File: config.mk
export PLATFORM = sky130hd
export DESIGN_NAME = touch_detect
export DESIGN_NICKNAME = d
export VERILOG_FILES = /design/src/design/touch_pkg.sv /design/src/design/ms_tick.sv /design/src/design/touch_detect.sv
export SDC_FILE = /design/constraint.sdc
export NUM_CORES = 1
export LEC_CHECK = 0
export BUFFER_PORTS_ARGS = -buffer_cell sky130_fd_sc_hd__buf_2
export CORE_AREA = 3 3 109 111
export DETAILED_ROUTE_END_ITERATION = 8
export DIE_AREA = 0 0 112 114
export PLACE_DENSITY_LB_ADDON = 0.15
export SYNTH_ARGS = -nofsm -noshare
export SYNTH_HDL_FRONTEND = slang
export SYNTH_SLANG_ARGS = --single-unit
File: constraint.sdc
create_clock -name sys_clk -period 5.96 [get_ports sys_clk]
set_clock_uncertainty 0.2 [all_clocks]
set_input_delay 0.894 -clock sys_clk [delete_from_list [all_inputs] [get_ports sys_clk]]
set_output_delay 0.894 -clock sys_clk [all_outputs]
set_load 0.01 [all_outputs]
File: src/design/touch_pkg.sv
// Constants for the touch detect decision logic: thresholds, drift rates, timers.
// Assumes an 8-bit burst measurement, 100 MHz sys_clk and a 1 ms tick derived from it.
package touch_pkg;

    ////////////////////////////////////////////////////////////////////////////
    // Measurement format
    localparam int unsigned SAMPLE_W       = 8;
    localparam int unsigned FULL_SCALE     = 32'h0000_0100;   // 256 levels

    // Thresholds in hundredths of a percent of full scale
    localparam int unsigned PCT_DENOM      = 32'h0000_2710;   // 10000
    localparam int unsigned PCT_HALF       = 32'h0000_1388;   // Rounding term
    localparam int unsigned THR_HIGH_CPCT  = 32'h0000_0136;   // 3.10 percent
    localparam int unsigned THR_MED_CPCT   = 32'h0000_01D6;   // 4.70 percent
    localparam int unsigned THR_LOW_CPCT   = 32'h0000_0271;   // 6.25 percent
    localparam int unsigned HYST_PCT       = 32'h0000_0032;   // 50 percent of threshold
    localparam int unsigned PCT_FULL       = 32'h0000_0064;   // 100 percent

    // Gain strap codes
    localparam logic [1:0]  GAIN_SEL_HIGH  = 2'h0;
    localparam logic [1:0]  GAIN_SEL_MED   = 2'h1;
    localparam logic [1:0]  GAIN_SEL_LOW   = 2'h2;

    // Filter and timing
    localparam int unsigned CONSENSUS_LEN  = 32'h0000_0004;   // Samples
    localparam int unsigned POS_DRIFT_MS   = 32'h0000_02EE;   // 750 ms per level
    localparam int unsigned NEG_DRIFT_MS   = 32'h0000_004B;   // 75 ms per level
    localparam int unsigned RECAL_SHORT_S  = 32'h0000_000A;   // 10 s
    localparam int unsigned RECAL_LONG_S   = 32'h0000_003C;   // 60 s
    localparam int unsigned PULSE_MS       = 32'h0000_004B;   // 75 ms
    localparam int unsigned MS_PER_S       = 32'h0000_03E8;
    localparam int unsigned CLK_HZ         = 32'h05F5_E100;   // 100 MHz
    localparam int unsigned MS_CYCLES      = CLK_HZ / MS_PER_S;
    localparam int unsigned MS_W           = 16;              // Holds 60000 ms

    // Decision states
    typedef enum logic [1:0] {
        ST_CAL,
        ST_IDLE,
        ST_TOUCH
    } touch_state_t;

    // Fraction of full scale, rounded to the nearest level
    function automatic logic [SAMPLE_W-1:0] level_of(input int unsigned cpct);
        int unsigned lv;
        lv = (FULL_SCALE * cpct + PCT_HALF) / PCT_DENOM;
        return lv[SAMPLE_W-1:0];
    endfunction

endpackage

File: src/design/ms_tick.sv
// Millisecond tick generator for the touch decision timers.
// Assumes one free-running sys_clk; tick is a one-cycle pulse from a flip-flop.
`timescale 1ns/1ps

module ms_tick #(
    parameter int unsigned TICK_CYCLES = touch_pkg::MS_CYCLES
) (
    // Clock and reset
    input  wire logic sys_clk,
    input  wire logic reset_n,
    // Tick
    output logic      tick
);

    localparam int unsigned CW = $clog2(TICK_CYCLES + 1);

    initial begin
        if (TICK_CYCLES < 1) begin
            $error("ms_tick: TICK_CYCLES must be at least 1");
        end
    end

    logic [CW-1:0] count;
    logic [CW-1:0] next_count;
    logic          next_tick;

    ////////////////////////////////////////////////////////////////////////////
    // Down counter, reloads on terminal count
    always_comb begin
        next_tick  = 1'b0;
        next_count = count - 1'b1;
        if (count == '0) begin
            next_tick  = 1'b1;
            next_count = CW'(TICK_CYCLES - 1);
        end
    end

    always_ff @(posedge sys_clk) begin
        if (!reset_n) begin
            count <= CW'(TICK_CYCLES - 1);
            tick  <= 1'b0;
        end else begin
            count <= next_count;
            tick  <= next_tick;
        end
    end

endmodule // ms_tick

File: src/design/touch_detect.sv
// Touch detect decision logic: threshold, hysteresis, consensus, drift, recalibration.
// Assumes the front end delivers one 8-bit measurement with a one-cycle valid per burst
// and that strap inputs are steady and synchronous to sys_clk.
`timescale 1ns/1ps

module touch_detect #(
    parameter int unsigned TICK_CYCLES = touch_pkg::MS_CYCLES,
    parameter int unsigned CONSENSUS   = touch_pkg::CONSENSUS_LEN
) (
    // Clock and reset
    input  wire logic                            sys_clk,
    input  wire logic                            reset_n,
    // Burst measurement
    input  wire logic                            sample_valid,
    input  wire logic [touch_pkg::SAMPLE_W-1:0]  sample,
    // Option straps
    input  wire logic [1:0]                      gain_sel,
    input  wire logic                            long_timeout,
    input  wire logic                            pulse_mode,
    // Results
    output logic                                 detect_out,
    output logic                                 touch_active,
    output logic                                 calibrated,
    output logic [touch_pkg::SAMPLE_W-1:0]       reference
);

    localparam int unsigned SW = touch_pkg::SAMPLE_W;
    localparam int unsigned MW = touch_pkg::MS_W;
    localparam int unsigned CCW = $clog2(CONSENSUS + 1);

    initial begin
        if (CONSENSUS < 1 || CONSENSUS > 15) begin
            $error("touch_detect: CONSENSUS out of range");
        end
    end

    ////////////////////////////////////////////////////////////////////////////
    // Fixed thresholds per gain, computed at elaboration
    localparam logic [SW-1:0] THR_HIGH = touch_pkg::level_of(touch_pkg::THR_HIGH_CPCT);
    localparam logic [SW-1:0] THR_MED  = touch_pkg::level_of(touch_pkg::THR_MED_CPCT);
    localparam logic [SW-1:0] THR_LOW  = touch_pkg::level_of(touch_pkg::THR_LOW_CPCT);
    localparam logic [MW-1:0] POS_MS   = MW'(touch_pkg::POS_DRIFT_MS);
    localparam logic [MW-1:0] NEG_MS   = MW'(touch_pkg::NEG_DRIFT_MS);
    localparam logic [MW-1:0] PULS_MS  = MW'(touch_pkg::PULSE_MS);
    localparam logic [MW-1:0] SHORT_MS = MW'(touch_pkg::RECAL_SHORT_S * touch_pkg::MS_PER_S);
    localparam logic [MW-1:0] LONG_MS  = MW'(touch_pkg::RECAL_LONG_S * touch_pkg::MS_PER_S);

    // Saturating millisecond count
    function automatic logic [MW-1:0] ms_step(input logic [MW-1:0] v, input logic t);
        return (t && v != '1) ? v + 1'b1 : v;
    endfunction

    ////////////////////////////////////////////////////////////////////////////
    // Shared millisecond tick
    logic tick;

    ms_tick #(
        .TICK_CYCLES (TICK_CYCLES)
    ) u_tick (
        .sys_clk (sys_clk),
        .reset_n (reset_n),
        .tick    (tick)
    );

    ////////////////////////////////////////////////////////////////////////////
    // Threshold and deviation
    logic [SW-1:0] thr;
    logic [SW-1:0] rel_thr;
    logic [SW:0]   dev_up;
    logic          above;
    logic          below;
    logic          over_thr;
    logic          under_rel;

    always_comb begin
        unique case (gain_sel)
            touch_pkg::GAIN_SEL_HIGH: thr = THR_HIGH;
            touch_pkg::GAIN_SEL_MED:  thr = THR_MED;
            default:                  thr = THR_LOW;    // Unused code reads as low gain
        endcase
        rel_thr   = thr - SW'((thr * touch_pkg::HYST_PCT) / touch_pkg::PCT_FULL);
        above     = sample > reference;
        below     = sample < reference;
        dev_up    = above ? ({1'b0, sample} - {1'b0, reference}) : '0;
        over_thr  = dev_up > {1'b0, thr};
        under_rel = dev_up < {1'b0, rel_thr};
    end

    ////////////////////////////////////////////////////////////////////////////
    // Decision state, consensus, drift and recalibration
    touch_pkg::touch_state_t state;
    touch_pkg::touch_state_t next_state;
    logic [CCW-1:0]          agree;
    logic [CCW-1:0]          next_agree;
    logic [SW-1:0]           next_reference;
    logic [MW-1:0]           up_ms;
    logic [MW-1:0]           next_up_ms;
    logic [MW-1:0]           down_ms;
    logic [MW-1:0]           next_down_ms;
    logic [MW-1:0]           hold_ms;
    logic [MW-1:0]           next_hold_ms;
    logic [MW-1:0]           recal_ms;

    always_comb begin
        next_state     = state;
        next_agree     = agree;
        next_reference = reference;
        next_up_ms     = ms_step(up_ms, tick);
        next_down_ms   = ms_step(down_ms, tick);
        next_hold_ms   = (state == touch_pkg::ST_TOUCH) ? ms_step(hold_ms, tick) : '0;
        recal_ms       = long_timeout ? LONG_MS : SHORT_MS;
        unique case (state)
            touch_pkg::ST_CAL: begin
                // First measurement becomes the reference
                if (sample_valid) begin
                    next_reference = sample;
                    next_agree     = '0;
                    next_up_ms     = '0;
                    next_down_ms   = '0;
                    next_state     = touch_pkg::ST_IDLE;
                end
            end
            touch_pkg::ST_IDLE: begin
                if (sample_valid) begin
                    // A disagreeing sample restarts the count
                    next_agree = over_thr ? agree + 1'b1 : '0;
                    if (over_thr && agree == CCW'(CONSENSUS - 1)) begin
                        next_agree = '0;
                        next_state = touch_pkg::ST_TOUCH;
                    end
                    if (above && up_ms >= POS_MS) begin
                        next_reference = reference + 1'b1;
                        next_up_ms     = '0;
                    end
                end
            end
            touch_pkg::ST_TOUCH: begin
                if (hold_ms >= recal_ms) begin
                    next_state = touch_pkg::ST_CAL;
                    next_agree = '0;
                end else if (sample_valid) begin
                    next_agree = under_rel ? agree + 1'b1 : '0;
                    if (under_rel && agree == CCW'(CONSENSUS - 1)) begin
                        next_agree = '0;
                        next_state = touch_pkg::ST_IDLE;
                    end
                end
            end
            default: begin
                next_state = touch_pkg::ST_CAL;
            end
        endcase
        // Falling drift is tracked in any calibrated state, so a dropping baseline
        // cannot leave a stuck detection behind
        if (state != touch_pkg::ST_CAL && sample_valid && below && down_ms >= NEG_MS) begin
            next_reference = reference - 1'b1;
            next_down_ms   = '0;
        end
        // The upward drift timer holds at the period so the next eligible sample acts at once
        if (!above) begin
            next_up_ms = (up_ms >= POS_MS) ? up_ms : next_up_ms;
        end
    end

    always_ff @(posedge sys_clk) begin
        if (!reset_n) begin
            state     <= touch_pkg::ST_CAL;
            agree     <= '0;
            reference <= '0;
            up_ms     <= '0;
            down_ms   <= '0;
            hold_ms   <= '0;
        end else begin
            state     <= next_state;
            agree     <= next_agree;
            reference <= next_reference;
            up_ms     <= next_up_ms;
            down_ms   <= next_down_ms;
            hold_ms   <= next_hold_ms;
        end
    end

    ////////////////////////////////////////////////////////////////////////////
    // Output stage: level or fixed-width pulse
    logic          next_detect_out;
    logic          next_touch_active;
    logic          next_calibrated;
    logic [MW-1:0] pulse_ms;
    logic [MW-1:0] next_pulse_ms;
    logic          rise;

    always_comb begin
        next_touch_active = (next_state == touch_pkg::ST_TOUCH);
        next_calibrated   = (next_state != touch_pkg::ST_CAL);
        rise              = next_touch_active && !touch_active;
        next_pulse_ms     = pulse_ms;
        if (rise) begin
            next_pulse_ms = PULS_MS;
        end else if (tick && pulse_ms != '0) begin
            next_pulse_ms = pulse_ms - 1'b1;
        end
        // Pulse width counts whole ticks, so it may run short by under one ms
        next_detect_out = pulse_mode ? (next_pulse_ms != '0) : next_touch_active;
    end

    always_ff @(posedge sys_clk) begin
        if (!reset_n) begin
            detect_out   <= 1'b0;
            touch_active <= 1'b0;
            calibrated   <= 1'b0;
            pulse_ms     <= '0;
        end else begin
            detect_out   <= next_detect_out;
            touch_active <= next_touch_active;
            calibrated   <= next_calibrated;
            pulse_ms     <= next_pulse_ms;
        end
    end

endmodule // touch_detect

# == Word level (Yosys, flattened, before mapping) ==
# Cells that the tools add are included.
# word_totals
word_cells,111
inputBits,15
regBits,98
# classes
multipliers,1
add_sub_neg,10
n_div,1
n_mux,38
n_bitwise,1
n_lt_le_gt_ge,7
reduce_logical,26
eq_ne,15
# op_table
op,n
$mux W16,12
$add A16 B1 Y16 const B,3
$ne A16 B16 Y1 const B,3
$div A14 B7 Y32 const B,1
$mux W8,4
$pmux W16 S2,1
$reduce_bool A16 Y1,2
$mux W3,8
$logic_not A17 Y1,1
$sub A17 B1 Y17 const B,1
$ge A16 B10 Y1 const B,1
$ge A16 B16 Y1,1
$ge A16 B7 Y1 const B,1
$pmux W8 S2,1
$sub A16 B1 Y16 const B,1
$mul A8 B5 Y13 const B,1
$mux W2,6
$logic_and A1 B1 Y1,11
$pmux W5 S2,1
$gt A9 B8 Y1,1
$lt A9 B8 Y1,1
$mux W9,1
$ne A3 B3 Y1 const B,3
$pmux W3 S3,1
22 further kinds,32

# == Depth between registers and ports, before layout ==
# depth
depth_word,16
mapped_depth,19
ltp_nobuf,17

# == Cells and area by module ==
# Synthesis repeated with hierarchy kept, for this count alone.
# hier_totals
hier_cells,751
hier_area_um2,6030.8
# modules_own_cells
module,seq_area_each_um2,instances,cells_per_inst,area_each_um2
touch_detect,1601.5,1,666,5236.3
ms_tick,360.3,1,85,794.5

# == Least setup slack after synthesis ==
# Ideal clock, no wire load.
# synth_path
path_type,input-to-reg
startpoint,input sample[6] (netlist bit)
endpoint,register pulse_ms[10]
setup_time_ps,115
slack_ps,1518
path_stages,16
arrival_time_ps,4126
path_cell_list,ha_1 buf_2 and3_1 a22o_1 or3_1 nand2_2 nor2_1 ha_1 and3_1 o211a_1 a211o_1 o22ai_1 nor3_2 o41ai_2 buf_6 nor2_2
# synth_between
elab_chain_cells,11
elab_cells_between_ends,16
classes_between,1 x add/sub; 3 x order compare; 1 x eq/ne; 8 x mux; 3 x reduce/logical
# synth_lines
item,line,source
from (decl),touch_detect.sv:15,"input wire logic [touch_pkg::SAMPLE_W-1:0] sample,"
$sub A8 B8 Y9 or $gt A8 B8 Y1 (tied branches),"touch_detect.sv:84, touch_detect.sv:82",
$mux W9 (*),touch_detect.sv:84,"dev_up = above ? ({1'b0, sample} - {1'b0, reference}) : '0;"
$lt A9 B8 Y1,touch_detect.sv:86,"under_rel = dev_up < {1'b0, rel_thr};"
$logic_and A1 B1 Y1,touch_detect.sv:143,if (under_rel && agree == CCW'(CONSENSUS - 1)) begin
$mux W2,touch_detect.sv:143,
$mux W2,touch_detect.sv:141,end else if (sample_valid) begin
$mux W2,touch_detect.sv:138,if (hold_ms >= recal_ms) begin
$pmux W2 S3 (*),touch_detect.sv:112,unique case (state)
$eq A2 B2 Y1 (*),touch_detect.sv:193,next_touch_active = (next_state == touch_pkg::ST_TOUCH);
$logic_and A1 B1 Y1 (*),touch_detect.sv:195,rise = next_touch_active && !touch_active;
$mux W16 (*),touch_detect.sv:197,if (rise) begin
to (signal assigned),touch_detect.sv:216,pulse_ms <= next_pulse_ms;
to (decl),touch_detect.sv:188,logic [MW-1:0] pulse_ms;
# Mark *: on every way between the ends. The rest lies on a longest branch, timed or not.
# A chain may end at the register's enable or synchronous reset.

# == Worst setup path after layout ==
# layout_path
startpoint,input sample[4] (netlist bit)
endpoint,register pulse_ms[9]
# The elaborated chain is that of the path after synthesis.

==> out/results.txt <==
most frequent cell after synthesis - sky130_fd_sc_hd__dfxtp_1
headroom to the max-slew limit - 0.251
final global-route overflow total - 0
die boundary width - 112 um
clk slew on worst S/H paths - 0.09 ns
CTS tree - built
cell type with the highest aggregate area in the netlist - sky130_fd_sc_hd__dfxtp_1
Power Density - 225 nW/um2
Post-Route Hold Slack - 0.218 ns
Mean Syn Cell Area - 8.19 um2
aggregate global-route resource usage - 0.223
number of setup buffers added after CTS - 0
main flop type after synthesis - sky130_fd_sc_hd__dfxtp_1
DRC violation count after routing - 0
unrepaired setup endpoints after global routing - no
Initial DRC Count - 368
endpoint arrival time on the critical path - 4.84 ns
Worst Setup Path Type - in -> reg
Worst Setup End Kind - flip-flop
average wire length per cell after detail routing - 15.0 um
type of element launching the critical path - input port
placeable core region - 10900 um2
cell leakage power - 2.42 nW
Via Count - 5203
synth warn - 0
wire length of the first global-routing pass - 23.7 mm
top cell type's share of synthesized area - 0.324
number of enable flip-flop cells after synthesis - 0
initial standard-cell utilization of the core - 0.557
filler instances - 1024
Fin Setup TNS - 0 ns
number of register bits inferred by synthesis - 98
proportion of register bits with asynchronous set or reset after synthesis - 0
hold violation total from the final report - 0
num ports - 26
Worst-Margin Slew - 1.12 ns
type of the worst min-delay path - reg -> reg
clock latency of the later-clocked register in the worst-skew pair - 0.38 ns
die height - 114 um
IO buf count - 25
via-per-instance ratio - 5.78
total die area - 12800 um2
final number of setup-violating endpoints - 0
min cycle time layout - 4.75 ns
area growth from synthesis to layout - 6.79%
post-detailed-routing wire length - 13.5 mm
pins over their slew limit - 0
share of synthesized area occupied by flip-flops and latches - 0.324
count of inserted antenna diode cells - 0
post-CTS sizing - 0
Max-Cap Viols - 0
CP max FO - 12
Pre-Repair DR Iteration Count - 5
half-perimeter wire length after placement - 10.2 mm
post-route fraction of the period consumed by the critical path - 0.797
largest net degree at the start of global routing - 21
most instantiated cells after synthesis - sky130_fd_sc_hd__dfxtp_1 (98), sky130_fd_sc_hd__nor2_1 (97), sky130_fd_sc_hd__nand2_1 (58), sky130_fd_sc_hd__ha_1 (45), sky130_fd_sc_hd__inv_1 (40)
Mapped Cells - 740
hold_buf cts - 0
via count of the first global-routing pass - 5114
highest achievable clock rate - 210 MHz
final weighted congestion in routability-driven placement - 0.918
clock tree buffer depth - 2
Final #Nets - 816
fraction of layout cells with a size suffix above 1 - 0.108
number of clock sinks - 98
H-Tree Level Count - 3
Root Driver - sky130_fd_sc_hd__clkbuf_8
maximum vdd drop - 0.234 mV
critical path required time - 6.05 ns
outcome - completed
cell area after technology mapping - 6060 um2
Placement Rows - 38
number of antenna violations at the first check in global routing - 0
Distinct cells, synth - 78
number of CTS-inserted buffers - 9
antenna-violating nets left - 0
most area-consuming cells after synthesis - sky130_fd_sc_hd__dfxtp_1 (32%), sky130_fd_sc_hd__ha_1 (9.3%), sky130_fd_sc_hd__nor2_1 (6.0%)
[stage by stage]
| step | power (mW) | instances | area [um2] | utilization | setup WS (ns) |
|---|---|---|---|---|---|
| after floorplan | 0.941 | 741 | 6070 | - | 1.52 |
| after global placement | 1.02 | 884 | 6270 | 0.576 | 0.991 |
| after detailed placement | 1.03 | 884 | 6270 | 0.576 | 0.856 |
| after CTS | 1.47 | 900 | 6470 | 0.595 | 1.24 |
| after global routing | 1.54 | 900 | 6470 | 0.595 | 0.774 |
| final | 1.46 | 900 | 6470 | 0.595 | 1.21 |
[per-layer routing]
| metal | GRT usage | routed length, um | up-vias |
|---|---|---|---|
| li1 | - | - | 2632 |
| met1 | 0.274 | 6040 | 2457 |
| met2 | 0.395 | 6760 | 99 |
| met3 | 0.0568 | 573 | 15 |
| met4 | 0.0513 | 165 | 0 |
| met5 | 0 | 0 | - |
[area by class of cell]
cell class | count | area (um2) | area share
clock buffer | 11 | 141 | 0.0218
clock inverter | 5 | 61.3 | 0.00947
inverter | 41 | 154 | 0.0238
multi-input combinational | 578 | 3840 | 0.593
sequential | 98 | 1960 | 0.303
tap | 140 | 175 | 0.0271
timing repair buffer | 27 | 140 | 0.0216
[layout by cell type (no fill, tap or decap), types with 9 or more instances in the layout]
cell,Yosys,layout
sky130_fd_sc_hd__and3_1,12,12
sky130_fd_sc_hd__nand2_1,58,58
sky130_fd_sc_hd__o21ai_0,23,23
sky130_fd_sc_hd__xnor2_1,37,37
sky130_fd_sc_hd__and2_1,9,9
sky130_fd_sc_hd__or3_1,13,13
sky130_fd_sc_hd__nor3_1,26,26
sky130_fd_sc_hd__clkbuf_8,0,10
sky130_fd_sc_hd__inv_1,40,40
sky130_fd_sc_hd__nor2_2,11,11
sky130_fd_sc_hd__a21oi_1,32,32
sky130_fd_sc_hd__buf_2,4,25
sky130_fd_sc_hd__xor2_1,35,35
sky130_fd_sc_hd__ha_1,45,45
sky130_fd_sc_hd__nor2_1,97,97
sky130_fd_sc_hd__nand3_1,27,27
sky130_fd_sc_hd__dfxtp_1,98,98
sky130_fd_sc_hd__nand4_1,19,19
[power breakdown]
group	total, mW	switching [mW]	internal (mW)	leakage, nW
logic	0.330	0.206	0.124	1.53
clock network	0.442	0.234	0.208	0.104
registers	0.683	0.0178	0.666	0.792
[state kept, by name (all words and copies together) (netlist names)]
signal        cells
agree             3
pulse_ms         16
detect_out        1
state             2
u_tick.count     17
down_ms          16
touch_active      1
reference         8
hold_ms          16
calibrated        1
up_ms            16
u_tick.tick       1
[worst max-delay path, cell delays in order]
cell	delay (ns)
sky130_fd_sc_hd__buf_2	0.11
sky130_fd_sc_hd__ha_1	0.36
sky130_fd_sc_hd__a21o_1	0.26
sky130_fd_sc_hd__a22o_1	0.30
sky130_fd_sc_hd__or3_1	0.37
sky130_fd_sc_hd__nand2_2	0.20
sky130_fd_sc_hd__nor2_1	0.11
sky130_fd_sc_hd__ha_1	0.30
sky130_fd_sc_hd__o21ai_0	0.16
sky130_fd_sc_hd__o21bai_1	0.08
sky130_fd_sc_hd__a21o_1	0.18
sky130_fd_sc_hd__a221oi_1	0.49
sky130_fd_sc_hd__a41oi_2	0.21
sky130_fd_sc_hd__nor3_2	0.28
sky130_fd_sc_hd__o41ai_2	0.11
sky130_fd_sc_hd__buf_4	0.22
sky130_fd_sc_hd__a311oi_1	0.19
[final timing paths]
| check | start | end | slack, ns | depth (start not counted) |
|---|---|---|---|---|
| worst min register to register | u_tick.count[0]$_SDFF_PP1_ | u_tick.count[0]$_SDFF_PP1_ | 0.22 | 1 |
| worst min-delay path | u_tick.count[0]$_SDFF_PP1_ | u_tick.count[0]$_SDFF_PP1_ | 0.22 | 1 |
| worst max register to register | reference[5]$_SDFFE_PN0P_ | pulse_ms[9]$_SDFF_PN0_ | 1.21 | 17 |
| worst max-delay path | sample[4] | pulse_ms[9]$_SDFF_PN0_ | 1.21 | 17 |
[logic make-up after synthesis]
| group | count (synthesis) | synth area share |
|---|---|---|
| xor+xnor | 72 | 0.104 |
| compound gates | 130 | 0.152 |
| mux | 3 | 0.00537 |
| buf+inv | 65 | 0.0435 |
| fa+ha+maj | 46 | 0.0962 |
| other cells | 1 | 0.000618 |
| flops | 98 | 0.324 |
| simple gates | 325 | 0.275 |
(Power assumes the default switching activity.)
